### src/lcdps_defs.svh
// Register offsets, field positions and reset values for the geometry and power save slice
`ifndef LCDPS_DEFS_SVH
`define LCDPS_DEFS_SVH
`define OFF_FRAME_HEIGHT   8'h05
`define OFF_HRANGE_LOW     8'h06
`define OFF_HRANGE_HIGH    8'h07
`define OFF_POWER_SAVE     8'h08
`define OFF_DISPLAY_ONOFF  8'h09
`define BIT_PS_ENABLE      0
`define BIT_DISP_ENABLE    0
`define RST_POWER_SAVE     8'h01
`define RST_DISPLAY_ONOFF  8'h00
`define RST_FRAME_HEIGHT   8'h00
`define RST_HRANGE         16'h0000
`define CMD_SYSTEM_SET     8'h40
`define CMD_POWER_DOWN     8'h53
`endif

### src/lcdps_pkg.sv
// Types for the geometry and power save register slice
package lcdps_pkg;
    typedef enum logic [2:0] {
        ST_RUN    = 3'b001,
        ST_SAVE   = 3'b010,
        ST_WAKE   = 3'b100
    } pwr_state_type;

    typedef struct packed {
        logic       wr;
        logic       rd;
        logic       cmd;
        logic [7:0] addr;
        logic [7:0] wdata;
    } host_req_type;

    typedef struct packed {
        logic [7:0]  frame_height;
        logic [15:0] hrange;
        logic        disp_en;
    } geom_type;
endpackage

### src/lcdps_regs.sv
// Frame geometry and software power save register slice
`timescale 1ns/1ps
`include "lcdps_defs.svh"

module lcdps_regs (
    input  wire logic                  MCLK,       // System clock, 50 MHz
    input  wire logic                  RST,        // Synchronous reset, high
    input  wire lcdps_pkg::host_req_type REQ,      // Host access, one cycle per strobe
    output logic [7:0]                 RDATA,      // Read data
    output logic                       OSC_RUN,    // Oscillator and internal operation run
    output logic                       PANEL_ON,   // Panel output enabled
    output lcdps_pkg::geom_type        GEOM        // Geometry to display control
);
    import lcdps_pkg::*;

    // ------------------------------------------------------------
    // Reset values
    // ------------------------------------------------------------
    // Bits picked out of the byte-wide reset constants
    localparam logic [7:0] ps_reset       = `RST_POWER_SAVE;
    localparam logic [7:0] disp_reset     = `RST_DISPLAY_ONOFF;
    localparam logic       ps_reset_bit   = ps_reset[`BIT_PS_ENABLE];
    localparam logic       disp_reset_bit = disp_reset[`BIT_DISP_ENABLE];

    // ------------------------------------------------------------
    // State
    // ------------------------------------------------------------
    typedef struct packed {
        pwr_state_type pst;
        logic        ps_en;
        logic [7:0]  frame_height;
        logic [15:0] hrange;
        logic        disp_en;
        logic [7:0]  rdata;
        logic        osc_run;
        logic        panel_on;
    } state_type;

    state_type s_q;
    state_type s_d;

    function automatic logic hit(input logic [7:0] a, input logic [7:0] off);
        hit = (a == off);
    endfunction

    // ------------------------------------------------------------
    // Next state
    // ------------------------------------------------------------
    always_comb begin
        s_d = s_q;
        if (REQ.wr && !REQ.cmd) begin
            if (hit(REQ.addr, `OFF_FRAME_HEIGHT)) begin
                s_d.frame_height = REQ.wdata;
            end
            if (hit(REQ.addr, `OFF_HRANGE_LOW)) begin
                s_d.hrange[7:0] = REQ.wdata;
            end
            if (hit(REQ.addr, `OFF_HRANGE_HIGH)) begin
                s_d.hrange[15:8] = REQ.wdata;
            end
            if (hit(REQ.addr, `OFF_DISPLAY_ONOFF)) begin
                s_d.disp_en = REQ.wdata[`BIT_DISP_ENABLE];
            end
            if (hit(REQ.addr, `OFF_POWER_SAVE)) begin
                s_d.ps_en = REQ.wdata[`BIT_PS_ENABLE];
            end
        end
        if (REQ.wr && REQ.cmd) begin
            if (REQ.wdata == `CMD_POWER_DOWN) begin
                s_d.ps_en = 1'b1;
            end
            if (REQ.wdata == `CMD_SYSTEM_SET) begin
                s_d.ps_en = 1'b0;
            end
        end
        unique case (s_q.pst)
            ST_RUN: begin
                if (s_d.ps_en) begin
                    s_d.pst = ST_SAVE;
                end
            end
            ST_SAVE: begin
                if (!s_d.ps_en) begin
                    // Direct exit waits for a dummy write; command exit is immediate
                    s_d.pst = ST_WAKE;
                end
                if (REQ.wr && REQ.cmd && REQ.wdata == `CMD_SYSTEM_SET) begin
                    s_d.pst = ST_RUN;
                end
            end
            ST_WAKE: begin
                if (s_d.ps_en) begin
                    s_d.pst = ST_SAVE;
                end else if (REQ.wr) begin
                    s_d.pst = ST_RUN;
                end
            end
        endcase
        if (s_d.ps_en) begin
            s_d.disp_en = 1'b0;
        end
        s_d.osc_run  = (s_d.pst == ST_RUN);
        s_d.panel_on = s_d.disp_en && (s_d.pst == ST_RUN);
        s_d.rdata    = 8'h00;
        if (REQ.rd) begin
            if (hit(REQ.addr, `OFF_FRAME_HEIGHT)) begin
                s_d.rdata = s_q.frame_height;
            end else if (hit(REQ.addr, `OFF_HRANGE_LOW)) begin
                s_d.rdata = s_q.hrange[7:0];
            end else if (hit(REQ.addr, `OFF_HRANGE_HIGH)) begin
                s_d.rdata = s_q.hrange[15:8];
            end else if (hit(REQ.addr, `OFF_POWER_SAVE)) begin
                s_d.rdata = {7'h00, s_q.ps_en};
            end else if (hit(REQ.addr, `OFF_DISPLAY_ONOFF)) begin
                s_d.rdata = {7'h00, s_q.disp_en};
            end
        end
    end

    // ------------------------------------------------------------
    // Registers
    // ------------------------------------------------------------
    always_ff @(posedge MCLK) begin
        if (RST) begin
            s_q.pst          <= ST_SAVE;
            s_q.ps_en        <= ps_reset_bit;
            s_q.frame_height <= `RST_FRAME_HEIGHT;
            s_q.hrange       <= `RST_HRANGE;
            s_q.disp_en      <= disp_reset_bit;
            s_q.rdata        <= 8'h00;
            s_q.osc_run      <= 1'b0;
            s_q.panel_on     <= 1'b0;
        end else begin
            s_q <= s_d;
        end
    end

    // ------------------------------------------------------------
    // Outputs
    // ------------------------------------------------------------
    assign RDATA    = s_q.rdata;
    assign OSC_RUN  = s_q.osc_run;
    assign PANEL_ON = s_q.panel_on;
    assign GEOM     = '{frame_height: s_q.frame_height, hrange: s_q.hrange,
                        disp_en: s_q.disp_en};

    // ------------------------------------------------------------
    // Checks
    // ------------------------------------------------------------
    pd_cmd_enters_a: assert property (@(posedge MCLK) disable iff (RST)
        REQ.wr && REQ.cmd && REQ.wdata == `CMD_POWER_DOWN |=> !OSC_RUN)
        else $error("power-down command did not stop operation");
    sys_cmd_exits_a: assert property (@(posedge MCLK) disable iff (RST)
        REQ.wr && REQ.cmd && REQ.wdata == `CMD_SYSTEM_SET |=> OSC_RUN)
        else $error("system setup command did not resume operation");
    ps_bit_write_a: assert property (@(posedge MCLK) disable iff (RST)
        REQ.wr && !REQ.cmd && REQ.addr == `OFF_POWER_SAVE |=> s_q.ps_en == $past(REQ.wdata[0]))
        else $error("power save bit not written");
    halt_in_save_a: assert property (@(posedge MCLK) disable iff (RST)
        s_q.ps_en |-> !OSC_RUN)
        else $error("running while power save enabled");
    dummy_wake_a: assert property (@(posedge MCLK) disable iff (RST)
        s_q.pst == ST_WAKE && REQ.wr && !s_d.ps_en |=> OSC_RUN)
        else $error("dummy write did not finish exit");
    disp_clear_a: assert property (@(posedge MCLK) disable iff (RST)
        $rose(s_q.ps_en) |-> !s_q.disp_en && !PANEL_ON)
        else $error("display enable not cleared on power save");
    panel_gate_a: assert property (@(posedge MCLK) disable iff (RST)
        PANEL_ON |-> s_q.disp_en && OSC_RUN)
        else $error("panel on without display enable");
    normal_run_a: assert property (@(posedge MCLK) disable iff (RST)
        s_q.pst == ST_RUN |-> !s_q.ps_en)
        else $error("normal state with power save set");

    // Antecedents sample the request or the registered state, consequents the registered state
    ps_readback_a: assert property (@(posedge MCLK) disable iff (RST)
        REQ.rd && REQ.addr == `OFF_POWER_SAVE |=> RDATA == {7'h00, $past(s_q.ps_en)})
        else $error("power save bit read back wrong");
    save_state_a: assert property (@(posedge MCLK) disable iff (RST)
        s_q.ps_en |-> s_q.pst == ST_SAVE)
        else $error("power save set outside the halted state");
    save_disp_low_a: assert property (@(posedge MCLK) disable iff (RST)
        s_q.ps_en |-> !s_q.disp_en)
        else $error("display enable set during power save");
    panel_off_a: assert property (@(posedge MCLK) disable iff (RST)
        !s_q.disp_en |-> !PANEL_ON)
        else $error("panel on with display enable clear");
    pd_clears_disp_a: assert property (@(posedge MCLK) disable iff (RST)
        REQ.wr && REQ.cmd && REQ.wdata == `CMD_POWER_DOWN |=> !s_q.disp_en)
        else $error("power-down command left display enable set");
    direct_enter_a: assert property (@(posedge MCLK) disable iff (RST)
        REQ.wr && !REQ.cmd && REQ.addr == `OFF_POWER_SAVE && REQ.wdata[0] |=> !OSC_RUN)
        else $error("power save bit write did not halt operation");
    stay_halted_a: assert property (@(posedge MCLK) disable iff (RST)
        s_q.ps_en && !(REQ.wr && REQ.cmd && REQ.wdata == `CMD_SYSTEM_SET) |=> !OSC_RUN)
        else $error("operation resumed while power save enabled");
    wake_first_a: assert property (@(posedge MCLK) disable iff (RST)
        s_q.pst == ST_SAVE && REQ.wr && !REQ.cmd && REQ.addr == `OFF_POWER_SAVE
        && !REQ.wdata[0] |=> s_q.pst == ST_WAKE && !OSC_RUN)
        else $error("clearing power save bit did not await dummy write");
    sys_clears_a: assert property (@(posedge MCLK) disable iff (RST)
        REQ.wr && REQ.cmd && REQ.wdata == `CMD_SYSTEM_SET |=> !s_q.ps_en)
        else $error("system setup command left power save set");
    pd_sets_a: assert property (@(posedge MCLK) disable iff (RST)
        REQ.wr && REQ.cmd && REQ.wdata == `CMD_POWER_DOWN |=> s_q.ps_en)
        else $error("power-down command did not set power save");
    disp_write_a: assert property (@(posedge MCLK) disable iff (RST)
        REQ.wr && !REQ.cmd && REQ.addr == `OFF_DISPLAY_ONOFF && REQ.wdata[0]
        && s_q.pst == ST_RUN |=> PANEL_ON)
        else $error("display enable write did not turn panel on");
    run_persists_a: assert property (@(posedge MCLK) disable iff (RST)
        s_q.pst == ST_RUN && !REQ.wr |=> OSC_RUN)
        else $error("normal operation stopped without a write");
endmodule // lcdps_regs

### config.mk
export PLATFORM = sky130hd
export DESIGN_NAME = lcdps_regs
export DESIGN_NICKNAME = d
export VERILOG_FILES = /design/src/lcdps_pkg.sv /design/src/lcdps_regs.sv
export VERILOG_INCLUDE_DIRS = /design/src
export SDC_FILE = /design/constraint.sdc
export NUM_CORES = 1
export LEC_CHECK = 0
export BUFFER_PORTS_ARGS = -buffer_cell sky130_fd_sc_hd__buf_2
export CORE_UTILIZATION = 50
export CTS_BUF_LIST = sky130_fd_sc_hd__clkbuf_16
export DETAILED_ROUTE_END_ITERATION = 7
export GPL_ROUTABILITY_DRIVEN = 0
export PLACE_DENSITY = 0.85
export SETUP_SLACK_MARGIN = 0.3
export SLEW_MARGIN = 20
export SYNTH_ARGS = -nofsm -noshare
export SYNTH_HDL_FRONTEND = slang
export SYNTH_SLANG_ARGS = --single-unit
### constraint.sdc
create_clock -name MCLK -period 4.8 [get_ports MCLK]
set_clock_uncertainty 0.05 [all_clocks]
set_input_delay 0.96 -clock MCLK [delete_from_list [all_inputs] [get_ports MCLK]]
set_output_delay 0.96 -clock MCLK [all_outputs]
set_load 0.01 [all_outputs]
* Word level (Yosys, flattened, before mapping)
Cells that the tools add are included.
** Word-level totals
- Flip-flop bits (word level) :: 39
- Bits of input ports :: 21
- Output and inout bits :: 35
- Logic and storage cells :: 51
** Operators by class
- Eq/ne operators :: 11
- Multiplexer cells :: 21
- Bitwise logic cells :: 1
- Reduce and logical (&&, ||, !) cells :: 9
** Operators with widths (count)
- 8-bit two-way mux :: 6
- 26-bit two-way mux :: 1
- 8-bit by 3-bit equality test with 1-bit output, second input constant :: 3
- 8-bit by 4-bit equality test with 1-bit output, second input constant :: 2
- 8-bit by 7-bit equality test with 1-bit output, second input constant :: 2
- 3-bit two-way mux :: 5
- 3-bit case mux with 3 select lines :: 1
- 1-bit two-way mux :: 8
- 3-bit by 1-bit equality test with 1-bit output, second input constant :: 2
- 2-bit AND reduction :: 3
- 1-bit logical AND :: 4
- 3-bit by 2-bit equality test with 1-bit output, second input constant :: 1
- 3-bit equality test, second input constant :: 1
- 2-bit OR reduction :: 1
- 1-bit logical NOT :: 1
- 1-bit NOT :: 1

* Logic depth before layout (Yosys ltp)
- Depth after elaboration :: 11
- Depth in mapped cells :: 6
- Depth with buffers taken out :: 4

* Worst setup path after synthesis
OpenSTA, ideal clock, no wires.
- Kind :: in2reg
- Start point :: input port REQ[13] in the netlist's numbering
- End point :: register s_q, in the netlist GEOM[19]
- Library setup time :: 0.128 ns
- Data arrival time :: 2.083 ns
- Required time :: 4.622 ns
- Path slack :: 2.540 ns
- Cell stages on the path :: 5
- Path buffers :: 1
- Cell sequence :: nor4_4 -> and4b_2 -> buf_6 -> mux2i_1 -> nor2_1
** On the way
- Longest elaborated chain between the ends :: 2
** Ends and longest elaborated chain
- from (decl) :: line lcdps_regs.sv:8 : input wire lcdps_pkg::host_req_type REQ,
- 8-bit by 3-bit equality test with 1-bit output :: line lcdps_regs.sv:43 : hit = (a == off);
- 2-bit AND reduction (no source line)
- to (decl) :: line lcdps_regs.sv:39 : state_type s_q;
No other way between the ends.
A chain may end at the register's enable or synchronous reset.

* Worst setup path after layout
- Start point :: input port REQ[13] in the netlist's numbering
- End point :: register s_q, in the netlist RDATA[3]
** On the way
- Longest elaborated chain between the ends :: 4
- Elaborated cells between the ends (all ways) :: 6
- Those cells by class :: eq/ne (3); mux (3)
** Ends and longest elaborated chain
- 8-bit by 3-bit equality test with 1-bit output :: line lcdps_regs.sv:43
- 8-bit two-way mux :: line lcdps_regs.sv:110 : end else if (hit(REQ.addr, `OFF_HRANGE_HIGH)) begin
- 8-bit two-way mux :: line lcdps_regs.sv:108 : end else if (hit(REQ.addr, `OFF_HRANGE_LOW)) begin
- 8-bit two-way mux (*) :: line lcdps_regs.sv:106 : if (hit(REQ.addr, `OFF_FRAME_HEIGHT)) begin
Mark *: on every way between the ends. The rest lies on a longest branch, timed or not.

==> results_dict.tcl <==
set metrics [dict create \
    cp-end-kind "flop" \
    drtIter0Drc 97 \
    synth_edf_count 0 \
    synthToLayoutAreaGrowth_pct 10.8 \
    timing.rr.end "RDATA[0]" \
    dieArea_mm2 0.00406 \
    worstSetupPathType "in2reg" \
    fin_crit_ns 2.35 \
    fmax_mhz 426 \
    grt.total_usage_pct 20.2 \
    seq_area_um2 781 \
    reg2regPathDepth 4 \
    final_cell_area_mm2 0.00211 \
    power_frac_comb_pct 4.7 \
    worstMarginPinSlew_ns 0.531 \
    synth_warnings 0 \
    p_leak_nw 1.10 \
    diodes 0 \
    rsz0062_at_grt "no" \
    ys_ff_latch 39 \
    yosysSeqAreaShare_pct 41.0 \
    start_util_pct 52.1 \
    required_ns 4.93 \
    max-cap-violations 0 \
    vias_per_cell 5.41 \
    layout_commonest_cell "buf_2" \
    multiInputGateArea_um2 818 \
    hp-class "reg2reg" \
    hold_viol 0 \
    slew_headroom_pct 64.3 \
    power.density_mw_per_mm2 348 \
    post-route-period-util_pct 48.9 \
    final_core_util_pct 57.7 \
    synth_nets 225 \
    setup_viol 0 \
    peakVddDrop_mv 0.189 \
    synth_flop_cell "dfxtp_1" \
    synth_top_area_cell "dfxtp_1" \
    drv_slew 0 \
    reg2reg_from "GEOM[9]" \
    p_seq_share_pct 44.1 \
    arrival_ns 2.48 \
    placed_area_mm2 0.00194 \
    ioPinCount 56 \
    die_w_um 63.7 \
    final.fill_count 317 \
    synth.avg_cell_area_um2 9.34 \
    ctsResizeCount 0 \
    cts_setup_buffers 0 \
    p_clk_share_pct 51.2 \
    wl_mm 3.89 \
    fin_tns_setup_ns 0 \
    numCtsBuffers 5 \
    cp-endpoint "RDATA[3]" \
    first_global_vias 1281 \
    clk_pin_slew_worst_paths_ns 0.06 \
    portBuffers 55 \
    p_switching_w 0.000153 \
    cts_tree "done" \
    cts-hold-fix-buffers 0 \
    cp_max_fo 9 \
    swShare_pct 20.9 \
    via_count 1487 \
    min_from "GEOM[18]" \
    layout_common_cells "buf_2 (55), nor2_1 (41), dfxtp_1 (39), mux2i_1 (25), a21oi_1 (9)" \
    clock_path_buffers 2 \
    startpoint_type "input port" \
    wl_per_cell_um 14.1 \
    place_hpwl_mm 2.71 \
    fin_nets 247 \
    core-area_mm2 0.00366 \
    grt_max_degree 28 \
    remaining_drc_errors 0 \
    cts_root_buf "clkbuf_16" \
    std_cell_rows 22 \
    antenna_found_initial 0 \
    grt_pass1_wl_mm 6.10 \
    syn_area_mm2 0.00191 \
    fp.dieH_um 63.7 \
    crit_start "REQ[13]" \
    worst-r2r-setup-slack_ns 3.53 \
    ys_types 35 \
    p_int_w 0.000581 \
    syn_inst 204 \
    cts_htree_levels 2 \
    synth_top_area_share_pct 41.0 \
    synth_async_sr_flop_share_pct 0 \
    status "complete, no violations" \
    ant_nets 0 \
    cts.sinks 39 \
    dr.pass1.iters 4 \
    clk_latency_ns 0.28 \
    drive_above_1_share_pct 32.6 \
    synth_area_leaders "dfxtp_1 (41%), mux2i_1 (13%), buf_4 (13%), nor2_1 (8.1%), a21oi_1 (2.4%)" \
    grt_remaining_overflow 0 \
]
-- kinds of logic after synthesis --
logic type,synth area share (%)
AO/OA/AOI/OAI,5.91
flip-flops,41.0
multiplexers,14.9
buffers and inverters,16.1
AND/OR/NAND/NOR,22.1
-- through the flow --
| stage | instances | total power [W] | setup slack, ns | hold slack [ns] |
|---|---|---|---|---|
| 2_1_floorplan | 204 | 0.000350 | 2.54 | 0.431 |
| 3_3_place_gp | 267 | 0.000365 | 2.17 | 0.447 |
| 3_5_place_dp | 267 | 0.000365 | 2.20 | 0.449 |
| 4_1_cts | 275 | 0.000741 | 2.45 | 0.461 |
| 5_1_grt | 275 | 0.000759 | 2.30 | 0.493 |
| 6_report | 275 | 0.000734 | 2.45 | 0.465 |
-- cell type report --
cell class,count,area share (%)
Clock buffer,5,5.93
Timing Repair Buffer,55,13.0
Clock inverter,3,2.07
Multi-Input combinational cell,123,38.8
Inverter,2,0.356
Sequential cell,39,37.0
Tap cell,48,2.85
-- how the worst min path moves through the flow --
stage / end / cells after the start
floorplan: s_q[38] / 2
global placement: RDATA[1] / 2
detailed placement: RDATA[1] / 2
CTS: RDATA[1] / 2
global route: RDATA[5] / 2
finish: RDATA[1] / 2
-- power groups by stage --
stage | clock [W] | combinational [W] | sequential [W]
after global routing | 0.000398 | 0.0000375 | 0.000324
after floorplan | 0 | 0.0000183 | 0.000331
after detailed placement | 0 | 0.0000340 | 0.000331
after global placement | 0 | 0.0000334 | 0.000331
final | 0.000376 | 0.0000345 | 0.000324
after CTS | 0.000383 | 0.0000345 | 0.000324
-- state kept, by name (all words and copies together) (netlist names) --
register and flops:
RDATA 8, PANEL_ON 1, OSC_RUN 1, GEOM 25, s_q 4
-- critical path: stages --
cell	delay, ns
buf_2	0.11
nor4_4	0.53
nand4b_1	0.46
nor4_1	0.41
-- cell usage after synthesis, types with 2 or more instances --
| cell | number |
|---|---|
| nor2_1 | 41 |
| dfxtp_1 | 39 |
| buf_4 | 33 |
| mux2i_1 | 25 |
| a21oi_1 | 9 |
| nor4_1 | 7 |
| nand2_1 | 6 |
| nor3b_1 | 5 |
| clkbuf_1 | 4 |
| mux2_2 | 3 |
| a2bb2oi_1 | 2 |
| and3_1 | 2 |
| buf_6 | 2 |
| inv_1 | 2 |
| nand4_2 | 2 |
| nor3_1 | 2 |
| o21ai_0 | 2 |
-- metal layers --
| layer | GRT usage [%] | up-vias | wire (um) |
|---|---|---|---|
| met5 | 0 | - | 0 |
| met1 | 23.5 | 714 | 1690 |
| met4 | 6.82 | 0 | 50 |
| met3 | 6.43 | 5 | 236 |
| met2 | 34.6 | 51 | 1910 |
| li1 | - | 717 | - |
No activity file was read; power rests on OpenSTA's default activity.
